**src/logic/tgd_pkg.sv**
```systemverilog
// constants and carriers for the three-phase gate dead-time controller
`default_nettype none
package tgd_pkg;
    // register byte offsets
    localparam logic [7:0] TGD_CTRL  = 8'h00;
    localparam logic [7:0] TGD_DEAD  = 8'h04;
    localparam logic [7:0] TGD_CAL   = 8'h08;
    localparam logic [7:0] TGD_SIMUL = 8'h0c;
    localparam logic [7:0] TGD_STAT  = 8'h10;
    localparam logic [7:0] TGD_MASK  = 8'h14;
    localparam logic [7:0] TGD_GATE  = 8'h18;
    // control field positions
    localparam int CTRL_EN    = 0;
    localparam int CTRL_FULL  = 1;
    localparam int CTRL_DESAT = 2;
    localparam int CTRL_ZDT   = 3;
    localparam int CTRL_LOCK  = 4;
    // status field positions
    localparam int ST_OC    = 0;
    localparam int ST_DESAT = 1;
    localparam int ST_OT    = 2;
    localparam int ST_ILIM  = 3;
    // reset values and keys
    localparam logic [7:0] DEAD_RST  = 8'h10;
    localparam logic [3:0] CAL_RST   = 4'h0;
    localparam logic [7:0] MASK_RST  = 8'h00;
    localparam logic [6:0] SIMUL_KEY = 7'h5a;
    localparam logic [7:0] DEAD_MAX  = 8'hff;
    // timing
    localparam int CLK_PERIOD_NS = 10;
    localparam int TB_STEP_NS    = 50;
    localparam int TB_DIV        = (TB_STEP_NS + CLK_PERIOD_NS - 1) / CLK_PERIOD_NS;
    localparam int BLANK_NS      = 500;
    localparam int BLANK_CYC     = (BLANK_NS + CLK_PERIOD_NS - 1) / CLK_PERIOD_NS;
    localparam int ILIM_BLANK_NS = 300;
    localparam int ILIM_CYC      = (ILIM_BLANK_NS + CLK_PERIOD_NS - 1) / CLK_PERIOD_NS;
    localparam int OT_FILT_NS    = 1000;
    localparam int OT_FILT_CYC   = (OT_FILT_NS + CLK_PERIOD_NS - 1) / CLK_PERIOD_NS;
    localparam int SPI_BITS      = 16;
    // carriers
    typedef struct packed {
        logic lock;
        logic zdt;
        logic desat;
        logic full;
        logic en;
    } tgd_mode_t;
    typedef struct packed {
        logic [2:0] hs;
        logic [2:0] ls;
    } tgd_gate_t;
endpackage
`default_nettype wire

```
**src/logic/tgd_gate_ctrl.sv**
```systemverilog
// gate dead-time controller with axi4-lite registers and serial command port
//
// Decided for this implementation: the AXI4-Lite slave port and the address map.
`timescale 1ns/1ps
`default_nettype none
// Operation
// - dead time programmable in 50 ns steps from zero to about 12.75 us
// - dead-time command sets 1 to 255 time-base cycles, larger values clamp to 255
// - a separate mode bit selects zero dead time
// - calibration register trims the time-base step; device applies it
// - leading input edge turns complementary gate off now, selected on after dead time
// - gate turning off starts phase timer, blocking complementary turn-on until expiry
// - turn-on after timer expiry happens without added delay
// - any gate turn-on starts one blanking interval for all phases
// - simultaneous drive disables blanking
// - simultaneous drive setting accepted only once after reset
// - full-on, desaturation and zero dead-time modes settable then lockable
// - per-fault report enable and interrupt mask are programmable
// - status registers readable over the serial port
// - logic synchronous to aclk, inputs pass two-flop synchronisers
// - normal path has decision stage plus full-on mux stage
// - full-on mode bypasses decision stage, one cycle shorter
// - overtemperature input filtered before it flags
// - gate stays off as long as commanded off
// - current-limit detection blanked after each input change
// - serial input sampled at falling sclk, output updated after rising sclk
// - serial output driven only while chip select is low
// - high side refused after enable until low side switched on once
// - interrupt held until fault gone and status cleared
module tgd_gate_ctrl
    import tgd_pkg::*;
#(
    parameter int ADDR_W = 8
) (
    // clock and reset
    input  wire  logic              aclk,
    input  wire  logic              aresetn,
    // axi4-lite slave
    input  wire  logic [ADDR_W-1:0] s_awaddr,
    input  wire  logic              s_awvalid,
    output logic                    s_awready,
    input  wire  logic [31:0]       s_wdata,
    input  wire  logic [3:0]        s_wstrb,
    input  wire  logic              s_wvalid,
    output logic                    s_wready,
    output logic [1:0]              s_bresp,
    output logic                    s_bvalid,
    input  wire  logic              s_bready,
    input  wire  logic [ADDR_W-1:0] s_araddr,
    input  wire  logic              s_arvalid,
    output logic                    s_arready,
    output logic [31:0]             s_rdata,
    output logic [1:0]              s_rresp,
    output logic                    s_rvalid,
    input  wire  logic              s_rready,
    // phase commands and fault comparators
    input  wire  logic [2:0]        phase_upper_gate_input,
    input  wire  logic [2:0]        phase_lower_gate_input,
    input  wire  logic              oc_in,
    input  wire  logic              ilim_in,
    input  wire  logic              desat_in,
    input  wire  logic              ot_in,
    // serial port
    input  wire  logic              spi_sclk,
    input  wire  logic              spi_cs_n,
    input  wire  logic              spi_si,
    output logic                    spi_so,
    output logic                    spi_so_oe,
    // gate drives and interrupt
    output tgd_gate_t               gate_q,
    output logic                    int_q
);
    function automatic logic [7:0] clamp_dt(input logic [31:0] v);
        if (v == 32'h0)
            clamp_dt = 8'h01;
        else if (v > {24'h0, DEAD_MAX})
            clamp_dt = DEAD_MAX;
        else
            clamp_dt = v[7:0];
    endfunction

    function automatic logic [31:0] strb_mask(input logic [31:0] d, input logic [3:0] s);
        strb_mask = d & {{8{s[3]}}, {8{s[2]}}, {8{s[1]}}, {8{s[0]}}};
    endfunction

    // input synchronisers
    logic [12:0] sy1_q, sy2_q;
    always_ff @(posedge aclk) begin
        if (!aresetn) begin
            sy1_q <= 13'h002;
            sy2_q <= 13'h002;
        end else begin
            sy1_q <= {phase_upper_gate_input, phase_lower_gate_input, oc_in, ilim_in,
                      desat_in, ot_in, spi_sclk, spi_cs_n, spi_si};
            sy2_q <= sy1_q;
        end
    end
    logic [2:0] hs_s, ls_s;
    logic       oc_s, ilim_s, desat_s, ot_s, sclk_s, csn_s, si_s;
    assign {hs_s, ls_s, oc_s, ilim_s, desat_s, ot_s, sclk_s, csn_s, si_s} = sy2_q;

    // register state
    tgd_mode_t  mode_q;
    logic [7:0] dead_q, mask_q;
    logic [3:0] cal_q, status_q;
    logic       sim_en_q, sim_done_q;
    logic       wr_en;
    logic [7:0] wr_addr;
    logic [31:0] wr_data;
    logic [3:0] clr;

    always_ff @(posedge aclk) begin
        if (!aresetn) begin
            mode_q     <= '0;
            dead_q     <= DEAD_RST;
            cal_q      <= CAL_RST;
            mask_q     <= MASK_RST;
            sim_en_q   <= 1'b0;
            sim_done_q <= 1'b0;
        end else if (wr_en) begin
            case (wr_addr)
                TGD_CTRL: begin
                    mode_q.en <= wr_data[CTRL_EN];
                    if (!mode_q.lock) begin
                        mode_q.full  <= wr_data[CTRL_FULL];
                        mode_q.desat <= wr_data[CTRL_DESAT];
                        mode_q.zdt   <= wr_data[CTRL_ZDT];
                        mode_q.lock  <= wr_data[CTRL_LOCK];
                    end
                end
                TGD_DEAD: dead_q <= clamp_dt(wr_data);
                TGD_CAL:  cal_q  <= wr_data[3:0];
                TGD_MASK: mask_q <= wr_data[7:0];
                TGD_SIMUL: begin
                    if (!sim_done_q && wr_data[7:1] == SIMUL_KEY) begin
                        sim_en_q   <= wr_data[0];
                        sim_done_q <= 1'b1;
                    end
                end
                default: ;
            endcase
        end
    end
    assign clr = (wr_en && wr_addr == TGD_STAT) ? wr_data[3:0] : 4'h0;

    // time base with calibration trim; step is TB_DIV cycles nominal
    logic [4:0] tb_div, tb_cnt_q;
    logic       tb_tick;
    always_comb begin
        tb_div = 5'(TB_DIV) + {cal_q[3], cal_q};
        if (tb_div[4] || tb_div == 5'h0)
            tb_div = 5'h01;
    end
    assign tb_tick = (tb_cnt_q >= tb_div - 5'h01);
    always_ff @(posedge aclk) begin
        if (!aresetn || tb_tick)
            tb_cnt_q <= 5'h0;
        else
            tb_cnt_q <= tb_cnt_q + 5'h01;
    end

    // decision stage
    logic [2:0] hs_p_q, ls_p_q, want_hs_q, want_ls_q, want_hs, want_ls;
    logic [2:0] dec_hs_q, dec_ls_q, dec_hs, dec_ls, off_hs_q, ls_seen_q;
    logic [7:0] dt_q [3];
    logic       fault_off_q;
    logic [7:0] dt_load;
    assign dt_load = mode_q.zdt ? 8'h00 : dead_q;

    always_comb begin
        for (int i = 0; i < 3; i++) begin
            want_hs[i] = want_hs_q[i];
            want_ls[i] = want_ls_q[i];
            if (hs_s[i] && !hs_p_q[i]) begin
                want_hs[i] = 1'b1;
                want_ls[i] = 1'b0;
            end else if (ls_s[i] && !ls_p_q[i]) begin
                want_ls[i] = 1'b1;
                want_hs[i] = 1'b0;
            end
            if (!hs_s[i])
                want_hs[i] = 1'b0;
            if (!ls_s[i])
                want_ls[i] = 1'b0;
            if (sim_en_q) begin
                dec_hs[i] = hs_s[i] && ls_seen_q[i];
                dec_ls[i] = ls_s[i];
            end else begin
                // a running timer only blocks the side opposite the one that turned off
                dec_hs[i] = want_hs[i] && !dec_ls_q[i] && ls_seen_q[i]
                            && (dt_q[i] == 8'h0 || off_hs_q[i]);
                dec_ls[i] = want_ls[i] && !dec_hs_q[i]
                            && (dt_q[i] == 8'h0 || !off_hs_q[i]);
            end
            if (!mode_q.en || fault_off_q) begin
                dec_hs[i] = 1'b0;
                dec_ls[i] = 1'b0;
            end
        end
    end

    always_ff @(posedge aclk) begin
        for (int i = 0; i < 3; i++) begin
            if (!aresetn) begin
                hs_p_q[i]    <= 1'b0;
                ls_p_q[i]    <= 1'b0;
                want_hs_q[i] <= 1'b0;
                want_ls_q[i] <= 1'b0;
                dec_hs_q[i]  <= 1'b0;
                dec_ls_q[i]  <= 1'b0;
                off_hs_q[i]  <= 1'b0;
                dt_q[i]      <= 8'h0;
            end else begin
                hs_p_q[i]    <= hs_s[i];
                ls_p_q[i]    <= ls_s[i];
                want_hs_q[i] <= want_hs[i];
                want_ls_q[i] <= want_ls[i];
                dec_hs_q[i]  <= dec_hs[i];
                dec_ls_q[i]  <= dec_ls[i];
                if (dec_hs_q[i] && !dec_hs[i]) begin
                    dt_q[i]     <= dt_load;
                    off_hs_q[i] <= 1'b1;
                end else if (dec_ls_q[i] && !dec_ls[i]) begin
                    dt_q[i]     <= dt_load;
                    off_hs_q[i] <= 1'b0;
                end else if (tb_tick && dt_q[i] != 8'h0) begin
                    dt_q[i] <= dt_q[i] - 8'h01;
                end
            end
        end
    end

    // full-on mux stage
    tgd_gate_t gate_d;
    always_comb begin
        gate_d.hs = mode_q.full ? (hs_s & ~ls_s & ls_seen_q) : dec_hs_q;
        gate_d.ls = mode_q.full ? (ls_s & ~hs_s) : dec_ls_q;
        if (!mode_q.en || fault_off_q)
            gate_d = '0;
    end
    always_ff @(posedge aclk) begin
        if (!aresetn)
            gate_q <= '0;
        else
            gate_q <= gate_d;
    end
    always_ff @(posedge aclk) begin
        if (!aresetn || !mode_q.en)
            ls_seen_q <= 3'h0;
        else
            ls_seen_q <= ls_seen_q | gate_q.ls;
    end

    // blanking, filters and fault status
    logic [7:0] blank_q, ilim_blank_q, ot_cnt_q;
    logic       blank, ot_flt;
    logic [3:0] raw, ev;
    assign blank  = (blank_q != 8'h0) && !sim_en_q;
    assign ot_flt = (ot_cnt_q == 8'(OT_FILT_CYC));
    assign raw    = {ilim_s, ot_flt, desat_s, oc_s};
    assign ev     = {ilim_s && !blank && ilim_blank_q == 8'h0, ot_flt,
                     desat_s && !blank, oc_s && !blank} & mask_q[7:4];
    always_ff @(posedge aclk) begin
        if (!aresetn)
            blank_q <= 8'h0;
        else if (|(gate_d & ~gate_q))
            blank_q <= 8'(BLANK_CYC);
        else if (blank_q != 8'h0)
            blank_q <= blank_q - 8'h01;
    end
    always_ff @(posedge aclk) begin
        if (!aresetn)
            ilim_blank_q <= 8'h0;
        else if (hs_s != hs_p_q || ls_s != ls_p_q)
            ilim_blank_q <= 8'(ILIM_CYC);
        else if (ilim_blank_q != 8'h0)
            ilim_blank_q <= ilim_blank_q - 8'h01;
    end
    always_ff @(posedge aclk) begin
        if (!aresetn || !ot_s)
            ot_cnt_q <= 8'h0;
        else if (!ot_flt)
            ot_cnt_q <= ot_cnt_q + 8'h01;
    end
    always_ff @(posedge aclk) begin
        for (int b = 0; b < 4; b++) begin
            if (!aresetn)
                status_q[b] <= 1'b0;
            else if (ev[b])
                status_q[b] <= 1'b1;
            else if (clr[b] && !raw[b])
                status_q[b] <= 1'b0;
        end
    end
    always_ff @(posedge aclk) begin
        if (!aresetn) begin
            int_q       <= 1'b0;
            fault_off_q <= 1'b0;
        end else begin
            int_q       <= |(status_q & mask_q[3:0]);
            fault_off_q <= mode_q.desat && status_q[ST_DESAT];
        end
    end

    // read mux for the bus only; serial port shifts out its own status word
    logic [31:0] rd_word;
    logic        rd_ok;
    always_comb begin
        rd_ok = 1'b1;
        case (s_araddr)
            TGD_CTRL:  rd_word = {27'h0, mode_q};
            TGD_DEAD:  rd_word = {24'h0, dead_q};
            TGD_CAL:   rd_word = {28'h0, cal_q};
            TGD_SIMUL: rd_word = {30'h0, sim_done_q, sim_en_q};
            TGD_STAT:  rd_word = {28'h0, status_q};
            TGD_MASK:  rd_word = {24'h0, mask_q};
            TGD_GATE:  rd_word = {19'h0, fault_off_q, blank, ls_seen_q, 2'h0, gate_q};
            default: begin
                rd_word = 32'h0;
                rd_ok   = 1'b0;
            end
        endcase
    end

    // axi4-lite slave, one write and one read at a time
    logic [7:0]  aw_q;
    logic [31:0] wd_q;
    logic        aw_hold_q, w_hold_q, axi_wr, spi_wr_q;
    logic [7:0]  spi_addr_q, spi_data_q;
    assign axi_wr = aw_hold_q && w_hold_q && !s_bvalid;
    always_comb begin
        wr_en   = axi_wr || spi_wr_q;
        wr_addr = axi_wr ? aw_q : spi_addr_q;
        wr_data = axi_wr ? wd_q : {24'h0, spi_data_q};
    end
    always_ff @(posedge aclk) begin
        if (!aresetn) begin
            s_awready <= 1'b1;
            s_wready  <= 1'b1;
            s_bvalid  <= 1'b0;
            s_bresp   <= 2'b00;
            aw_hold_q <= 1'b0;
            w_hold_q  <= 1'b0;
            aw_q      <= 8'h0;
            wd_q      <= 32'h0;
        end else begin
            if (s_awvalid && s_awready) begin
                aw_q      <= 8'(s_awaddr);
                aw_hold_q <= 1'b1;
                s_awready <= 1'b0;
            end
            if (s_wvalid && s_wready) begin
                wd_q     <= strb_mask(s_wdata, s_wstrb);
                w_hold_q <= 1'b1;
                s_wready <= 1'b0;
            end
            if (axi_wr) begin
                s_bvalid  <= 1'b1;
                s_bresp   <= (aw_q <= TGD_GATE && aw_q[1:0] == 2'b00) ? 2'b00 : 2'b10;
                aw_hold_q <= 1'b0;
                w_hold_q  <= 1'b0;
            end
            if (s_bvalid && s_bready) begin
                s_bvalid  <= 1'b0;
                s_awready <= 1'b1;
                s_wready  <= 1'b1;
            end
        end
    end
    always_ff @(posedge aclk) begin
        if (!aresetn) begin
            s_arready <= 1'b1;
            s_rvalid  <= 1'b0;
            s_rdata   <= 32'h0;
            s_rresp   <= 2'b00;
        end else if (s_arvalid && s_arready) begin
            s_arready <= 1'b0;
            s_rvalid  <= 1'b1;
            s_rdata   <= rd_word;
            s_rresp   <= rd_ok ? 2'b00 : 2'b10;
        end else if (s_rvalid && s_rready) begin
            s_rvalid  <= 1'b0;
            s_arready <= 1'b1;
        end
    end

    // serial port: 16-bit frame {wr, index[6:0], data[7:0]}, status shifted out
    logic [15:0] sh_in_q, sh_out_q;
    logic [4:0]  bit_cnt_q;
    logic        sclk_p_q, csn_p_q;
    always_ff @(posedge aclk) begin
        if (!aresetn) begin
            sclk_p_q   <= 1'b0;
            csn_p_q    <= 1'b1;
            sh_in_q    <= 16'h0;
            sh_out_q   <= 16'h0;
            bit_cnt_q  <= 5'h0;
            spi_so     <= 1'b0;
            spi_so_oe  <= 1'b0;
            spi_wr_q   <= 1'b0;
            spi_addr_q <= 8'h0;
            spi_data_q <= 8'h0;
        end else begin
            sclk_p_q  <= sclk_s;
            csn_p_q   <= csn_s;
            spi_so_oe <= !csn_s;
            if (spi_wr_q && !axi_wr)
                spi_wr_q <= 1'b0; // a bus write in the same cycle defers it
            if (csn_p_q && !csn_s) begin
                sh_out_q  <= {fault_off_q, blank, gate_q, 4'h0, status_q};
                spi_so    <= fault_off_q;
                bit_cnt_q <= 5'h0;
            end else if (!csn_s && sclk_p_q && !sclk_s) begin
                sh_in_q   <= {sh_in_q[14:0], si_s};
                bit_cnt_q <= bit_cnt_q + 5'h01;
            end else if (!csn_s && !sclk_p_q && sclk_s) begin
                spi_so   <= sh_out_q[15];
                sh_out_q <= {sh_out_q[14:0], 1'b0};
            end else if (!csn_p_q && csn_s && bit_cnt_q == 5'(SPI_BITS) && sh_in_q[15]) begin
                spi_wr_q   <= 1'b1;
                spi_addr_q <= {sh_in_q[13:8], 2'b00};
                spi_data_q <= sh_in_q[7:0];
            end
        end
    end
endmodule
`default_nettype wire

```
**config.mk**
```make
export PLATFORM = sky130hd
export DESIGN_NAME = tgd_gate_ctrl
export DESIGN_NICKNAME = d
export VERILOG_FILES = /design/src/logic/tgd_pkg.sv /design/src/logic/tgd_gate_ctrl.sv
export SDC_FILE = /design/constraint.sdc
export NUM_CORES = 1
export LEC_CHECK = 0
export BUFFER_PORTS_ARGS = -buffer_cell sky130_fd_sc_hd__buf_2
export CORE_MARGIN = 3
export CORE_UTILIZATION = 45
export DETAILED_ROUTE_END_ITERATION = 10
export PLACE_DENSITY = 0.74
export SYNTH_ARGS = -nofsm -noshare
export SYNTH_HDL_FRONTEND = slang
export SYNTH_SLANG_ARGS = --single-unit
export TNS_END_PERCENT = 10
```
**constraint.sdc**
```tcl
create_clock -name aclk -period 3.3 [get_ports aclk]
set_input_delay 0.33 -clock aclk [delete_from_list [all_inputs] [get_ports aclk]]
set_output_delay 0.33 -clock aclk [all_outputs]
set_load 0.01 [all_outputs]
```
==> impl_metrics.toml <==
[route]
drt-total-wl_um = 26500
drtAntennaViolNets = 0
viasPerCell = 5.43
drc_errors = 0
avgRoutedWirePerCell_um = 15.5
via_count = 9257
drt_iter0_markers = 832
drtPass1Iterations = 6

[clocking]
cts_made_buffers = 27
cts_tree = "yes"
post_cts_buffers = 0
ctsLongestPathBuffers = 3
cts_num_sinks = 260
ctsHtreeMaxLevel = 1
clk_latency_ps = 530
root_buffer = "clkbuf_16"
clk_pin_slew_ps = 60

[critical_path]
worstReg2RegEnd = "dt_q[0][4]"
arrival_ps = 2970
setup.worst_path.start_class = "flip-flop"
cp_slowest_cell = "nor4_2"
crit_path_cell_trace = "nor4_2, a31oi_1, o31ai_1, nand2b_1, a211o_1"
rr_worst_depth = 5
slowest_delay_ps = 580
path_max_fanout = 9
crit_path_end_kind = "flip-flop"
critical_path_class = "flip-flop to flip-flop"
r2r_start = "dt_q[0][2]"
required_ps = 3550
r2r_slack_ps = 570

[logic_synthesis]
ys_seq_area_share_pct = 47.8
synth_async_sr_flop_share_pct = 0
yosys_register_bits = 260
syn_inst = 1270
yosys_warnings = 0
yosysUniqueCellTypes = 74
synth_area_sq_um = 11400
avgSynthCellArea_sq_um = 8.97
synth_top_flop_cell = "dfxtp_1"
synth_edf_count = 24

[placed_design]
io_buffers = 100
post-place-ws_ps = 586
dp_hpwl_um = 18900
gp_congestion = 0.852

[sta]
slew_violations = 0
finalWorstSetupSlack_ps = 573
hold_violations = 0
rsz0062_at_grt = "no"
finClkSkew_ps = 7.04
fin_tns_setup_ps = 0
finalCritPeriodShare_pct = 82.6
relSlewSlack_pct = 28.4
setup_viol = 0
tightest_slew_ps = 1070
max_freq_ghz = 0.367
finalCriticalPeriod_ps = 2730

[final_layout]
nNetsFinal = 1460
final_common_cell = "dfxtp_1"
final_util_pct = 53.2
area_growth_pct = 14.8
layout_common_cells = "dfxtp_1 (236), nand2_1 (149), nor2_1 (117)"
layout-drive-gt1-share_pct = 13.6

[floorplan]
initial_core_util_pct = 46.3
num_io_pins = 122
die_h_um = 165
num_rows = 57
die_w_um = 165
coreArea_sq_um = 24600
die_area_sq_um = 27300

[global_route]
overflow = 0
antenna_found_initial = 1
grt_pass1_vias = 8640
grt_pass1_wl_um = 43400
grt_max_degree = 58
grt_use_total_pct = 19.3

[pwr]
p_leak_uw = 0.00510
power_uw = 7140
ir_worst_vdd_mv = 0.393
power.density_nw_per_um2 = 546

[worst_hold_path]
hold_path.class = "primary input to flip-flop"
hold_end = "sy1_q[11]"
min_path_cells = 2
hold_start = "phase_upper_gate_input[1]"

[status]
status = "complete, no violations"

[job]
maxCapViolCount = 0
==> final cells by class <==
class | count | area [sq um]
Inverter | 41 | 156
Tap cell | 324 | 405
Antenna cell | 2 | 5.00
Clock buffer | 37 | 795
Sequential cell | 260 | 5450
Multi-Input combinational cell | 905 | 5460
Clock inverter | 10 | 85.1
Fill cell | 2228 | 11500
Timing Repair Buffer | 127 | 728
==> synthesized netlist by cell type (all sizes together) (5+ instances only) <==
| cell | instances | share of area (%) |
|---|---|---|
| dfxtp | 236 | 41 |
| nand2 | 149 | 4.9 |
| nor2 | 117 | 3.9 |
| a21oi | 109 | 4.8 |
| nand3 | 78 | 3.4 |
| mux2i | 67 | 5.9 |
| clkbuf | 50 | 1.6 |
| inv | 41 | 1.4 |
| and2 | 39 | 2.2 |
| buf | 34 | 2.0 |
| nor3 | 30 | 1.3 |
| o21ai | 28 | 1.2 |
| ha | 26 | 2.9 |
| edfxtp | 24 | 6.3 |
| xor2 | 20 | 1.5 |
| nor4 | 17 | 1.0 |
| xnor2 | 17 | 1.3 |
| nand2b | 15 | 0.82 |
| a22oi | 14 | 0.92 |
| a211oi | 12 | 0.79 |
| nor2b | 12 | 0.66 |
| a31oi | 10 | 0.55 |
| a222oi | 9 | 0.79 |
| nand3b | 9 | 0.59 |
| nand4 | 9 | 0.49 |
| a21o | 7 | 0.46 |
| o21a | 7 | 0.46 |
| o21bai | 7 | 0.46 |
| or4 | 7 | 0.51 |
| o211ai | 6 | 0.40 |
| or2 | 6 | 0.35 |
| o31ai | 5 | 0.33 |
==> per-layer routing <==
metal	vias up	track usage, %	wire length (um)
met5	-	0	0
met4	0	5.11	617
met3	50	2.94	1390
met2	247	32.6	12800
met1	4364	25.7	11700
li1	4596	-	-
==> cell families after synthesis <==
| group | count (synthesis) | synth area share [%] |
|---|---|---|
| buf+inv | 125 | 5.00 |
| xor+xnor | 37 | 2.84 |
| fa+ha+maj | 26 | 2.85 |
| simple gates | 509 | 21.6 |
| other cells | 1 | 0.0329 |
| compound gates | 240 | 13.4 |
| flops | 260 | 47.8 |
| mux | 72 | 6.48 |
==> state kept, by name (all words and copies together), names as in the netlist, 6 cells and up <==
register,flops
wd_q,32
dt_q,24
sh_in_q,16
sh_out_q,16
s_rdata,13
sy1_q,13
sy2_q,13
aw_q,8
blank_q,8
dead_q,8
ilim_blank_q,8
mask_q,8
ot_cnt_q,8
spi_data_q,8
gate_q,6
spi_addr_q,6
==> stage by stage <==
step	std cells	hold slack (ps)	cell area, sq um
floorplan	1290	386	11500
global placement	1647	396	12100
detailed placement	1647	397	12100
CTS	1704	3.24	13100
global route	1705	4.75	13100
finish	1706	7.13	13100
==> power by group <==
part           switching (uW)  internal [uW]
combinational             417            314
clock                    1220           1750
sequential                107           3330
total                    1740           5400
==> what timing repair did <==
action                                 in CTS  in global routing
gates resized for setup                     0                  0
hold buffers                               10                  0
endpoints found under the hold margin      10                  0
==> worst max-delay path by stage <==
stage          startpoint          to  slack [ps]  depth (start not counted)
3_5_place_dp   dt_q[2][0]  dt_q[2][5]         590                          8
2_1_floorplan    cal_q[0]  dt_q[1][0]         720                          9
5_1_grt        dt_q[0][2]  dt_q[0][4]         330                          5
6_report       dt_q[0][2]  dt_q[0][4]         570                          5
3_3_place_gp   dt_q[2][0]  dt_q[2][4]         670                          8
4_1_cts        dt_q[2][0]  dt_q[2][5]         560                          8
==> critical path, delay by kind of cell (launching register included) <==
family / cells / cell delay, ps
AO/OA/AOI/OAI: 3 / 1050
AND/OR/NAND/NOR: 2 / 930
flip-flops: 1 / 450
Power figures use the tool's default switching activity.
